[src/core/fbg_pkg.sv]
package fbg_pkg;
  // divisor register reset values
  localparam logic [7:0] DIV_LOW_RST = 8'h01;
  localparam logic [7:0] DIV_HIGH_RST = 8'h00;
  localparam logic [7:0] DIV_FRAC_RST = 8'h00;
  // modem control prescaler bit
  localparam int MCR_PRESCALE_BIT = 7;
  localparam logic [1:0] PRESCALE_DIV4_LAST = 2'h3;
  // fraction field and sampling select field
  localparam int FRAC_LSB = 0;
  localparam int FRAC_W = 4;
  localparam int SAMP_LSB = 4;
  localparam int SAMP_W = 2;
  localparam logic [1:0] SAMP_16X = 2'h0;
  localparam logic [1:0] SAMP_8X = 2'h1;
  localparam logic [1:0] SAMP_4X = 2'h2;
  localparam logic [4:0] TICKS_16X = 5'h10;
  localparam logic [4:0] TICKS_8X = 5'h08;
  localparam logic [4:0] TICKS_4X = 5'h04;
  // line status bit positions
  localparam int LSR_THR_EMPTY_BIT = 5;
  localparam int LSR_TX_EMPTY_BIT = 6;
  // register addresses on the channel bus
  localparam logic [2:0] ADDR_HOLD = 3'h0;
  localparam logic [2:0] ADDR_DIV_LOW = 3'h0;
  localparam logic [2:0] ADDR_DIV_HIGH = 3'h1;
  localparam logic [2:0] ADDR_DIV_FRAC = 3'h2;
  localparam logic [2:0] ADDR_LINE_CTRL = 3'h3;
  localparam logic [2:0] ADDR_MODEM_CTRL = 3'h4;
  localparam logic [2:0] ADDR_LINE_STATUS = 3'h5;
  localparam logic [7:0] LINE_CTRL_RST = 8'h03;
  localparam int LCR_DLAB_BIT = 7;
  localparam int LCR_STOP_BIT = 2;
  localparam int LCR_PAR_EN_BIT = 3;
  localparam int LCR_PAR_EVEN_BIT = 4;
  localparam int FIFO_DEPTH = 32;
  typedef enum logic [3:0] {
    FBG_IDLE = 4'b0001,
    FBG_START = 4'b0010,
    FBG_DATA = 4'b0100,
    FBG_TAIL = 4'b1000
  } fbg_tx_state_e;
endpackage

[src/core/fbg_fifo.sv]
`timescale 1ns/100ps
module fbg_fifo #(
  parameter int WIDTH = 8,
  parameter int DEPTH = 32
) (
  input wire logic core_clk_i,
  input wire logic resetn_i,
  input wire logic in_valid_i,
  output logic in_ready_o,
  input wire logic [WIDTH-1:0] in_data_i,
  output logic out_valid_o,
  input wire logic out_ready_i,
  output logic [WIDTH-1:0] out_data_o
);
  localparam int AW = $clog2(DEPTH);
  logic [WIDTH-1:0] mem [DEPTH];
  logic [AW-1:0] wr_r;
  logic [AW-1:0] rd_r;
  logic [AW:0] cnt_r;
  logic push;
  logic pop;
  assign in_ready_o = (cnt_r != DEPTH[AW:0]);
  assign out_valid_o = (cnt_r != '0);
  assign push = in_valid_i && in_ready_o;
  assign pop = out_valid_o && out_ready_i;
  assign out_data_o = mem[rd_r];
  always_ff @(posedge core_clk_i) begin
    if (push) begin
      mem[wr_r] <= in_data_i;
    end
  end
  always_ff @(posedge core_clk_i or negedge resetn_i) begin
    if (!resetn_i) begin
      wr_r <= '0;
      rd_r <= '0;
      cnt_r <= '0;
    end else begin
      if (push) begin
        wr_r <= (wr_r == AW'(DEPTH - 1)) ? '0 : wr_r + 1'b1;
      end
      if (pop) begin
        rd_r <= (rd_r == AW'(DEPTH - 1)) ? '0 : rd_r + 1'b1;
      end
      if (push && !pop) begin
        cnt_r <= cnt_r + 1'b1;
      end else if (pop && !push) begin
        cnt_r <= cnt_r - 1'b1;
      end
    end
  end
endmodule

[src/core/fbg_tx.sv]
`timescale 1ns/100ps
module fbg_tx #(
  parameter int FIFO_WORDS = fbg_pkg::FIFO_DEPTH
) (
  input wire logic core_clk_i,
  input wire logic resetn_i,
  input wire logic bus_cs_i,
  input wire logic bus_wr_i,
  input wire logic bus_rd_i,
  input wire logic [2:0] bus_addr_i,
  input wire logic [7:0] bus_wdata_i,
  output logic [7:0] bus_rdata_o,
  output logic tx_data_o,
  output logic sample_tick_o,
  output logic holding_ready_o
);
  logic [7:0] div_low_r;
  logic [7:0] div_high_r;
  logic [7:0] div_frac_r;
  logic [7:0] line_ctrl_r;
  logic [7:0] modem_control_reg;
  logic wr_en;
  logic rd_en;
  logic dlab;
  logic hold_push;
  logic fifo_in_ready;
  logic fifo_out_valid;
  logic fifo_pop;
  logic [7:0] fifo_out_data;
  logic [1:0] pre_cnt_r;
  logic pre_tick;
  logic [15:0] base_cnt_r;
  logic [3:0] frac_phase_r;
  logic stretch_r;
  logic samp_tick_r;
  logic [3:0] div_fraction;
  logic [1:0] samp_sel;
  logic [4:0] bit_ticks;
  logic [4:0] tick_cnt_r;
  logic bit_end;
  fbg_pkg::fbg_tx_state_e state_r;
  logic [7:0] shift_r;
  logic [2:0] bit_idx_r;
  logic [1:0] tail_idx_r;
  logic parity_r;
  logic [7:0] line_status;
  logic [15:0] div_int;
  logic div_wrap;
  logic tail_last;

  // odd fraction jitter
  // fractional phase select: spreads extra cycles evenly over 16 periods
  function automatic logic frac_hit(input logic [3:0] phase, input logic [3:0] frac);
    logic [3:0] rev;
    rev = {phase[0], phase[1], phase[2], phase[3]};
    return rev < frac;
  endfunction

  function automatic logic [4:0] ticks_of(input logic [1:0] sel);
    case (sel)
      fbg_pkg::SAMP_8X: return fbg_pkg::TICKS_8X;
      fbg_pkg::SAMP_4X: return fbg_pkg::TICKS_4X;
      default: return fbg_pkg::TICKS_16X;
    endcase
  endfunction

  assign dlab = line_ctrl_r[fbg_pkg::LCR_DLAB_BIT];
  assign wr_en = bus_cs_i && bus_wr_i;
  assign rd_en = bus_cs_i && bus_rd_i;
  assign hold_push = wr_en && !dlab && (bus_addr_i == fbg_pkg::ADDR_HOLD);
  assign div_fraction = div_frac_r[fbg_pkg::FRAC_LSB +: fbg_pkg::FRAC_W];
  assign samp_sel = div_frac_r[fbg_pkg::SAMP_LSB +: fbg_pkg::SAMP_W];
  assign bit_ticks = ticks_of(samp_sel);

  always_ff @(posedge core_clk_i or negedge resetn_i) begin
    if (!resetn_i) begin
      div_low_r <= fbg_pkg::DIV_LOW_RST;
      div_high_r <= fbg_pkg::DIV_HIGH_RST;
      div_frac_r <= fbg_pkg::DIV_FRAC_RST;
      line_ctrl_r <= fbg_pkg::LINE_CTRL_RST;
      modem_control_reg <= '0;
    end else if (wr_en) begin
      if (dlab && bus_addr_i == fbg_pkg::ADDR_DIV_LOW) begin
        div_low_r <= bus_wdata_i;
      end
      if (dlab && bus_addr_i == fbg_pkg::ADDR_DIV_HIGH) begin
        div_high_r <= bus_wdata_i;
      end
      if (dlab && bus_addr_i == fbg_pkg::ADDR_DIV_FRAC) begin
        div_frac_r <= bus_wdata_i;
      end
      if (bus_addr_i == fbg_pkg::ADDR_LINE_CTRL) begin
        line_ctrl_r <= bus_wdata_i;
      end
      if (bus_addr_i == fbg_pkg::ADDR_MODEM_CTRL) begin
        modem_control_reg <= bus_wdata_i;
      end
    end
  end

  // status bits from fifo and shifter
  always_comb begin
    line_status = '0;
    line_status[fbg_pkg::LSR_THR_EMPTY_BIT] = !fifo_out_valid;
    line_status[fbg_pkg::LSR_TX_EMPTY_BIT] = !fifo_out_valid && (state_r == fbg_pkg::FBG_IDLE);
  end

  always_ff @(posedge core_clk_i or negedge resetn_i) begin
    if (!resetn_i) begin
      bus_rdata_o <= '0;
    end else if (rd_en) begin
      case (bus_addr_i)
        fbg_pkg::ADDR_DIV_LOW: bus_rdata_o <= dlab ? div_low_r : 8'h00;
        fbg_pkg::ADDR_DIV_HIGH: bus_rdata_o <= dlab ? div_high_r : 8'h00;
        fbg_pkg::ADDR_DIV_FRAC: bus_rdata_o <= dlab ? div_frac_r : 8'h00;
        fbg_pkg::ADDR_LINE_CTRL: bus_rdata_o <= line_ctrl_r;
        fbg_pkg::ADDR_MODEM_CTRL: bus_rdata_o <= modem_control_reg;
        fbg_pkg::ADDR_LINE_STATUS: bus_rdata_o <= line_status;
        default: bus_rdata_o <= 8'h00;
      endcase
    end
  end

  // prescaler, divide by one or four
  always_ff @(posedge core_clk_i or negedge resetn_i) begin
    if (!resetn_i) begin
      pre_cnt_r <= '0;
    end else if (modem_control_reg[fbg_pkg::MCR_PRESCALE_BIT]) begin
      pre_cnt_r <= pre_cnt_r + 1'b1;
    end else begin
      pre_cnt_r <= '0;
    end
  end
  assign pre_tick = !modem_control_reg[fbg_pkg::MCR_PRESCALE_BIT] || (pre_cnt_r == fbg_pkg::PRESCALE_DIV4_LAST);

  // integer from high and low bytes
  assign div_int = {div_high_r, div_low_r};
  // period end; zero integer acts as 65536
  // a count already past a lowered divisor ends at once, no 65536 wrap
  assign div_wrap = (base_cnt_r == div_int - 16'h0001) || ((div_int != 16'h0000) && (base_cnt_r >= div_int));
  always_ff @(posedge core_clk_i or negedge resetn_i) begin
    if (!resetn_i) begin
      base_cnt_r <= '0;
      frac_phase_r <= '0;
      stretch_r <= 1'b0;
      samp_tick_r <= 1'b0;
    end else begin
      samp_tick_r <= 1'b0;
      if (pre_tick) begin
        if (stretch_r) begin
          stretch_r <= 1'b0;
          samp_tick_r <= 1'b1;
          base_cnt_r <= '0;
          frac_phase_r <= frac_phase_r + 1'b1;
        end else if (div_wrap) begin
          base_cnt_r <= '0;
          if (frac_hit(frac_phase_r, div_fraction)) begin
            stretch_r <= 1'b1;
          end else begin
            samp_tick_r <= 1'b1;
            frac_phase_r <= frac_phase_r + 1'b1;
          end
        end else begin
          base_cnt_r <= base_cnt_r + 1'b1;
        end
      end
    end
  end

  always_ff @(posedge core_clk_i or negedge resetn_i) begin
    if (!resetn_i) begin
      sample_tick_o <= 1'b0;
    end else begin
      sample_tick_o <= samp_tick_r;
    end
  end

  fbg_fifo #(
    .WIDTH(8),
    .DEPTH(FIFO_WORDS)
  ) u_fifo (
    .core_clk_i(core_clk_i),
    .resetn_i(resetn_i),
    .in_valid_i(hold_push),
    .in_ready_o(fifo_in_ready),
    .in_data_i(bus_wdata_i),
    .out_valid_o(fifo_out_valid),
    .out_ready_i(fifo_pop),
    .out_data_o(fifo_out_data)
  );

  always_ff @(posedge core_clk_i or negedge resetn_i) begin
    if (!resetn_i) begin
      holding_ready_o <= 1'b0;
    end else begin
      holding_ready_o <= fifo_in_ready;
    end
  end

  always_ff @(posedge core_clk_i or negedge resetn_i) begin
    if (!resetn_i) begin
      tick_cnt_r <= '0;
    end else if (state_r == fbg_pkg::FBG_IDLE) begin
      tick_cnt_r <= '0;
    end else if (samp_tick_r) begin
      tick_cnt_r <= bit_end ? 5'h00 : tick_cnt_r + 1'b1;
    end
  end
  assign bit_end = samp_tick_r && (tick_cnt_r + 5'h01 == bit_ticks);
  // start on a tick
  // otherwise the start bit is short by up to one sampling period
  assign fifo_pop = (state_r == fbg_pkg::FBG_IDLE) && fifo_out_valid && samp_tick_r;
  assign tail_last = (tail_idx_r ==
    {1'b0, line_ctrl_r[fbg_pkg::LCR_STOP_BIT]} + 2'(line_ctrl_r[fbg_pkg::LCR_PAR_EN_BIT]));

  always_ff @(posedge core_clk_i or negedge resetn_i) begin
    if (!resetn_i) begin
      state_r <= fbg_pkg::FBG_IDLE;
      shift_r <= '0;
      bit_idx_r <= '0;
      tail_idx_r <= '0;
      parity_r <= 1'b0;
      tx_data_o <= 1'b1;
    end else begin
      case (state_r)
        fbg_pkg::FBG_IDLE: begin
          tx_data_o <= 1'b1;
          if (fifo_out_valid && samp_tick_r) begin
            shift_r <= fifo_out_data;
            parity_r <= !line_ctrl_r[fbg_pkg::LCR_PAR_EVEN_BIT];
            bit_idx_r <= '0;
            tx_data_o <= 1'b0;
            state_r <= fbg_pkg::FBG_START;
          end
        end
        fbg_pkg::FBG_START: begin
          if (bit_end) begin
            tx_data_o <= shift_r[0];
            parity_r <= parity_r ^ shift_r[0];
            shift_r <= {1'b0, shift_r[7:1]};
            state_r <= fbg_pkg::FBG_DATA;
          end
        end
        fbg_pkg::FBG_DATA: begin
          if (bit_end) begin
            if (bit_idx_r == {1'b1, line_ctrl_r[1:0]}) begin
              tail_idx_r <= '0;
              state_r <= fbg_pkg::FBG_TAIL;
              tx_data_o <= line_ctrl_r[fbg_pkg::LCR_PAR_EN_BIT] ? parity_r : 1'b1;
            end else begin
              tx_data_o <= shift_r[0];
              parity_r <= parity_r ^ shift_r[0];
              shift_r <= {1'b0, shift_r[7:1]};
            end
            bit_idx_r <= bit_idx_r + 1'b1;
          end
        end
        fbg_pkg::FBG_TAIL: begin
          if (bit_end) begin
            tx_data_o <= 1'b1;
            tail_idx_r <= tail_idx_r + 1'b1;
            if (tail_last) begin
              state_r <= fbg_pkg::FBG_IDLE;
            end
          end
        end
        default: begin
          state_r <= fbg_pkg::FBG_IDLE;
        end
      endcase
    end
  end
endmodule

[config.mk]
export PLATFORM = sky130hd
export DESIGN_NAME = fbg_tx
export DESIGN_NICKNAME = d
export VERILOG_FILES = /design/src/core/fbg_pkg.sv /design/src/core/fbg_fifo.sv /design/src/core/fbg_tx.sv
export SDC_FILE = /design/constraint.sdc
export NUM_CORES = 1
export LEC_CHECK = 0
export BUFFER_PORTS_ARGS = -buffer_cell sky130_fd_sc_hd__buf_2
export CORE_ASPECT_RATIO = 1.2
export CORE_MARGIN = 3
export CORE_UTILIZATION = 63
export CTS_CLUSTER_SIZE = 40
export DETAILED_ROUTE_END_ITERATION = 6
export GPL_ROUTABILITY_DRIVEN = 0
export PLACE_DENSITY = 0.8
export SLEW_MARGIN = 20
export SYNTH_ARGS = -nofsm -noshare
export SYNTH_HDL_FRONTEND = slang
export SYNTH_SLANG_ARGS = --single-unit
[constraint.sdc]
create_clock -name core_clk_i -period 5.16 [get_ports core_clk_i]
set_clock_uncertainty 0.2 [all_clocks]
set_input_delay 1.032 -clock core_clk_i [delete_from_list [all_inputs] [get_ports core_clk_i]]
set_output_delay 1.032 -clock core_clk_i [all_outputs]
set_load 0.02 [all_outputs]
**Word-level counts from Yosys, hierarchy flattened**

Memories as Yosys holds them, arrays and structs flattened.
Index checks and enable logic that the tools add are counted.

- Add/subtract/negate cells: 12
- Magnitude comparators: 2
- Equal/unequal tests: 27
- Muxes and demuxes: 58
- Bitwise operators: 1
- Reduce and logical (&&, ||, !) cells: 46

Operators by type and width:

| cell | number |
|---|---|
| $mux 8 | 7 |
| $pmux 8 s6 | 1 |
| $mux 4 | 9 |
| $mux 16 | 2 |
| $mux 5 | 5 |
| $pmux 8 s3 | 1 |
| $mux 1 | 19 |
| $logic_and 1x1->1 | 17 |
| $add 16x1->16 const B | 1 |
| $eq 16x16->1 | 1 |
| $ge 16x16->1 | 1 |
| $pmux 4 s4 | 1 |
| $reduce_bool 16->1 | 1 |
| $sub 16x1->16 const B | 1 |
| $add 5x1->5 const B | 3 |
| $ne 2x2->1 const B | 7 |
| $mux 6 | 2 |
| $eq 5x5->1 const B | 2 |
| $pmux 5 s2 | 1 |
| $reduce_and 2->1 | 5 |
| $reduce_bool 2->1 | 5 |
| $mux 2 | 4 |
| $reduce_and 4->1 | 2 |
| $add 6x1->6 const B | 1 |
| 35 further kinds | 47 |

- Register bits after elaboration: 114
- RAM bits: 256
- Bits of input ports: 16
- Output and inout port bits: 11
- Logic and storage cells: 170
- Memories kept: 1

Memories:

| name | depth | bits a word | rd ports | clocked after memory_dff | wr ports | line | RTL |
|---|---|---|---|---|---|---|---|
| u_fifo.mem | 32 | 8 | 1 | 0 | 1 | fbg_fifo.sv:16 | `logic [WIDTH-1:0] mem [DEPTH];` |

**Logic depth before layout (Yosys ltp)**

- Word-level depth: 8
- Depth in mapped cells: 15
- Depth with buffers taken out: 14

**By module**

From an unflattened synthesis, not the netlist that was laid out.

- Cell total of the unflattened synthesis: 1194
- Area total of the unflattened synthesis: 16814.9 µm²

By module, submodules not included:

| module | instances | cells an instance | area an instance (µm²) | seq. area each (µm²) |
|---|---|---|---|---|
| fbg_fifo | 1 | 579 | 11006.8 | 8087.8 |
| fbg_tx | 1 | 615 | 5808.1 | 2458.6 |

**Worst setup path before layout**

OpenSTA, ideal clock, no wires.

- Kind: input to register
- Start: input port bus_addr_i[1]
- End: register u_fifo.cnt_r[5]
- Data arrival time: 3589 ps
- Data required time: 4835 ps
- Setup slack: 1246 ps
- Stages on the path: 14
- Cells stage by stage: clkbuf_1 -> nor2_1 -> and4b_1 -> buf_1 -> ha_1 -> inv_1 -> ha_1 -> a21o_1 -> a21oi_1 -> o21bai_1 -> a21oi_1 -> xnor2_1 -> nor2_1 -> xor2_1

- Longest elaborated chain between the ends: 6

Ends and longest elaborated chain:

| element | line | RTL |
|---|---|---|
| from (decl) | fbg_tx.sv:10 | `input wire logic [2:0] bus_addr_i,` |
| $logic_not 3->1 (*) | fbg_tx.sv:70 | `assign hold_push = wr_en && !dlab && (bus_addr_i == fbg_pkg::ADDR_HOLD);` |
| $logic_and 1x1->1 (*) | fbg_tx.sv:70 |  |
| $logic_and 1x1->1 (*) | fbg_fifo.sv:24 | `assign push = in_valid_i && in_ready_o;` |
| named net u_fifo.push | fbg_fifo.sv:20 | `logic push;` |
| $logic_not 1->1 | fbg_fifo.sv:46 | `end else if (pop && !push) begin` |
| $logic_and 1x1->1 | fbg_fifo.sv:46 |  |
| $reduce_bool 2->1 (no line) | - |  |
| to (signal assigned) | fbg_fifo.sv:45 | `cnt_r <= cnt_r + 1'b1;` |
| to (signal assigned) | fbg_fifo.sv:47 | `cnt_r <= cnt_r - 1'b1;` |
| to (decl) | fbg_fifo.sv:19 | `logic [AW:0] cnt_r;` |

The timed path passes the listed nets; every way through them passes the cells marked *.
A chain may end at the register's enable or synchronous reset.

**Worst setup path in the final report**

- Start: register state_r[0]
- End: register u_fifo.cnt_r[5]

- Longest elaborated chain between the ends: 7

Ends and longest elaborated chain:

| element | line | RTL |
|---|---|---|
| from (decl) | fbg_tx.sv:41 | `fbg_pkg::fbg_tx_state_e state_r;` |
| from (signal assigned) | fbg_tx.sv:218 | `state_r <= fbg_pkg::FBG_IDLE;` |
| from (signal assigned) | fbg_tx.sv:233 | `state_r <= fbg_pkg::FBG_START;` |
| from (signal assigned) | fbg_tx.sv:241 | `state_r <= fbg_pkg::FBG_DATA;` |
| $eq 4x1->1 (*) | fbg_tx.sv:212 | `assign fifo_pop = (state_r == fbg_pkg::FBG_IDLE) && fifo_out_valid && samp_tick_r;` |
| $logic_and 1x1->1 (*) (2 in a row) | fbg_tx.sv:212 |  |
| $logic_and 1x1->1 (*) | fbg_fifo.sv:25 | `assign pop = out_valid_o && out_ready_i;` |
| $logic_not 1->1 | fbg_fifo.sv:44 | `if (push && !pop) begin` |
| $logic_and 1x1->1 | fbg_fifo.sv:44 |  |
| $mux 6 / $reduce_bool 2->1 (equally long branches) | - |  |

Every way passes the cells marked *; elsewhere a longest branch is shown, timed or not.

==> run summary <==
Of the cells placed in the final design, the portion with a size suffix greater than 1 is 18.5%. STA classifies the critical path endpoint as a register. The cell count after placement came out at around 1400. After clock tree synthesis, the repair step resized 0 gates. TritonCTS created 36 clock buffers.

The HPWL after detailed placement is about 23 mm. The highest attainable clock frequency came out at between 200 and 300 MHz. The number of buffer and inverter stages on the critical path is 1. The overall power is approximately 7000 uW.

The post-route antenna net violation count came out at 0. During synthesis, Yosys emitted a total of 0 warnings. Summed over all layers, the global routing overflow is 0. Setup violations remaining at the end of the flow were counted as 0. The run finished with clean final reports. The number of port buffers came out at 26. By count the netlist is led by edfxtp_1, dfrtp_1, nand2_1.

The post-synthesis net count came out at between 1000 and 1500. The number of global-route vias before repair is a little under 10000. The H-tree was split into 2 levels. The multi-input combinational cell area came out at roughly 5700 sq um.

After synthesis, the cell types taking the most area are edfxtp_1, dfrtp_1, mux4_2. The final antenna diode count came out at 0. The clock net sink count is 370. After detailed routing, the number of vias per cell comes to about 6.4. The class of the worst hold path is input port to async pin. The area overhead of the layout relative to synthesis came out at 9.80%. Averaged over all synthesized cells, the footprint is 14.8 sq um.

Setup repair after global routing left no endpoint under its margin. STA classifies the critical path startpoint as a register. The number of hold violations in the final report was 0. The first global-routing pass estimated around 56 mm of wire.

Grouping stages by cell kind, the critical path spends the most delay in simple AND/OR/NAND/NOR gates. The share of the Yosys chip area taken by registers is between 60% and 70%. The worst hold slack is ~0.23 ns.

The worst setup slack for register-to-register paths is ~1.4 ns. The unique cell type count in the Yosys netlist came out at a little under 70. The number of standard cells after synthesis is 1120.

Summing over every cut layer, the via total after detailed routing is 9589. The highest cell delay on the worst timing path came out at slightly below 0.7 ns. The number of flops mapped to enable cells by yosys came out at between 200 and 300.

In this run the clock root is driven by a clkbuf_16. The number of max-cap violations came out at 0. The area of the mapped netlist came out at approximately 17000 sq um.

The number of cells traversed by the worst register-to-register path is 12. The width of the die is about 150 microns. At the end of the flow, the number of nets in the layout was roughly 1200. The die area is approximately 28000 sq um. Dividing total power by cell area gives a power density of approximately 390 nW/um^2. The largest individual stage delay along the critical path comes from the cell or4b_2.

Across the VDD grid, the largest voltage drop is between 0.0003 and 0.0004 V. The leakage power figure came out at 0.00647 uW. The clock latency reported for the late side of the worst-skew pair came out at approximately 0.52 ns. Wires add up to between 30 and 40 mm. The largest total area in the synthesized netlist belongs to edfxtp_1. After detailed routing, the average wire length per cell comes to 23.5 microns. From bottom edge to top edge, the die measures approximately 180 microns. After synthesis the netlist holds a flip-flop and latch count of 370.

The most used flip-flop cell after synthesis is edfxtp_1. The final critical-path required period is 3.74 ns. The post-route fraction of the period consumed by the critical path is a little over 70%. The number of pins exceeding their max-slew limit in the final report is 0. The sequential cell area is 10600 sq um. At the worst endpoint, the arrival time is 3.93 ns.

TritonCTS built the clock tree. The number of detailed-route iterations in the first pass is 5. The largest registers in the layout are u_fifo.mem x256, base_cnt_r x16. The register with the most flip-flops in the final layout is u_fifo.mem. The transition time at the pin with the least slew margin is just under 1 ns. The row count came out at 64.

The most common cell in the synthesized netlist is edfxtp_1. The area of the core is between 20000 and 30000 sq um. In this run, the number of DRC markers left after iteration 0 of detailed routing was about 900. The signal on the critical path passes through or4b_2 > or2_2 > ha_1 > inv_1 > ha_1 > a21o_1 > a21oi_1 > o21bai_1 > a21oi_1 > xnor2_1 > nor2_1 > xor2_1.

The share of the synthesized area in the top cell type is a little under half. For this run, the number of standard cells in the final layout without fillers is approximately 1500. The worst-case headroom to the max-slew limit came out at between 30% and 40%. After clock tree synthesis, the clock-pin slew on the worst setup and hold paths is roughly 0.060 ns. Counting the fill cells in the layout gives between 1500 and 2000. Once the floorplan was initialized, standard cells occupied 64.5% of the core. STA puts the critical path data required time at roughly 5.4 ns. In this run the critical register-to-register path is captured at u_fifo.cnt_r[5]$_DFFE_PN0P_. The number of design rule violations left after detail routing is 0. The category of the critical setup timing path is register to register. The register with the most flip-flops in the layout has roughly 260 of them. The number of buffers on the longest clock path is 3. Of all flip-flops after synthesis, the portion carrying an async set or reset was a little under a third. Of all nets on the critical path, the largest fanout is 13.

The number of antenna violations at the first check in global routing is 0. In this run the post-CTS setup repair buffer count came out at 0. The I/O pin count came out at 27. The overall track demand over capacity in global routing is ~26%.

In this run the critical register-to-register path is launched from state_r[0]$_DFFE_PN1P_. The cts-stage hold buffer count came out at 0. Entering global routing, the biggest net connects between 50 and 60 pins. Cells fill a little over two thirds of the core in the end. The final total negative setup slack is 0 ns.
how the worst max path moves through the flow:
stage | start | to | slack (ns) | cells after the start
floorplan | bus_addr_i[1] | u_fifo.cnt_r[5]$_DFFE_PN0P_ | 1.25 | 14
global placement | bus_cs_i | u_fifo.cnt_r[5]$_DFFE_PN0P_ | 1.35 | 14
detailed placement | bus_cs_i | u_fifo.cnt_r[5]$_DFFE_PN0P_ | 1.26 | 14
CTS | state_r[0]$_DFFE_PN1P_ | u_fifo.cnt_r[5]$_DFFE_PN0P_ | 1.44 | 12
global route | u_fifo.cnt_r[1]$_DFFE_PN0P_ | u_fifo.cnt_r[5]$_DFFE_PN0P_ | 1.25 | 13
finish | state_r[0]$_DFFE_PN1P_ | u_fifo.cnt_r[5]$_DFFE_PN0P_ | 1.42 | 12
per-layer routing:
| metal | global-route usage, % | vias to the layer above | wire length, microns |
|---|---|---|---|
| met1 | 33.2 | 4780 | 13500 |
| met3 | 4.38 | 76 | 2310 |
| met2 | 45.2 | 406 | 18200 |
| met4 | 9.54 | 0 | 1260 |
| li1 | - | 4327 | - |
| met5 | 0 | - | 0 |
area by class of cell:
type	instances	share of cell area [%]
flip-flops and latches	370	58.1
clock buffers	44	5.30
well taps	330	2.28
multi-input cells	667	31.2
inverters	35	0.724
repair buffers	35	1.10
clock inverters	21	1.22
worst reg2reg max path, stage by stage, from the launching register on:
cell and delay (ns):
dfstp_2 0.56, or4b_2 0.68, or2_2 0.46, ha_1 0.27, inv_1 0.16, ha_1 0.26, a21o_1 0.17, a21oi_1 0.23
o21bai_1 0.09, a21oi_1 0.18, xnor2_1 0.14, nor2_1 0.06, xor2_1 0.15
metrics by stage:
stage / cell area (sq um) / setup WS [ns]
4_1_cts: 18100 / 1.44
3_5_place_dp: 16900 / 1.26
2_1_floorplan: 16500 / 1.25
6_report: 18100 / 1.42
3_3_place_gp: 16900 / 1.35
5_1_grt: 18100 / 1.25
cell families (layout without fill, tap and decap cells):
group	count (synthesis)	after routing	share of synthesized area, %
fa+ha+maj	42	42	3.22
xor+xnor	52	52	2.92
flops	370	370	63.8
compound gates	164	164	6.19
mux	117	117	13.3
simple gates	292	292	8.45
buf+inv	83	135	2.07
layout by cell type, fill, tap and decap left out, types with 4 or more instances in the layout:
master     count
edfxtp_1     256
a32oi_1       11
dfrtp_1      107
nand3b_1       6
nor3_1         9
nor2_1        88
buf_2         25
mux2i_1       12
and2_1         7
mux4_2        80
mux2_2        24
clkinv_2       5
a21oi_1       28
nand3_1       21
inv_1         35
xnor2_1       28
o22ai_1        5
o31ai_1        4
ha_1          41
nand4_1       11
o211ai_1       4
clkbuf_16     37
and3_1         7
xor2_1        22
nor2b_1       10
a211oi_1       4
o21ai_0       71
clkbuf_1       6
dfstp_2        5
nand2_1       95
clkinv_1       5
a31oi_1        4
bufinv_16      4
buf_4         10
nand2b_1      11
a21o_1         6
power by group:
| part | internal (uW) | switching [uW] |
|---|---|---|
| clock network | 1540 | 1080 |
| logic | 362 | 453 |
| registers | 3350 | 250 |
| total | 5250 | 1780 |
Note: power is estimated with default switching activity, not from simulation.
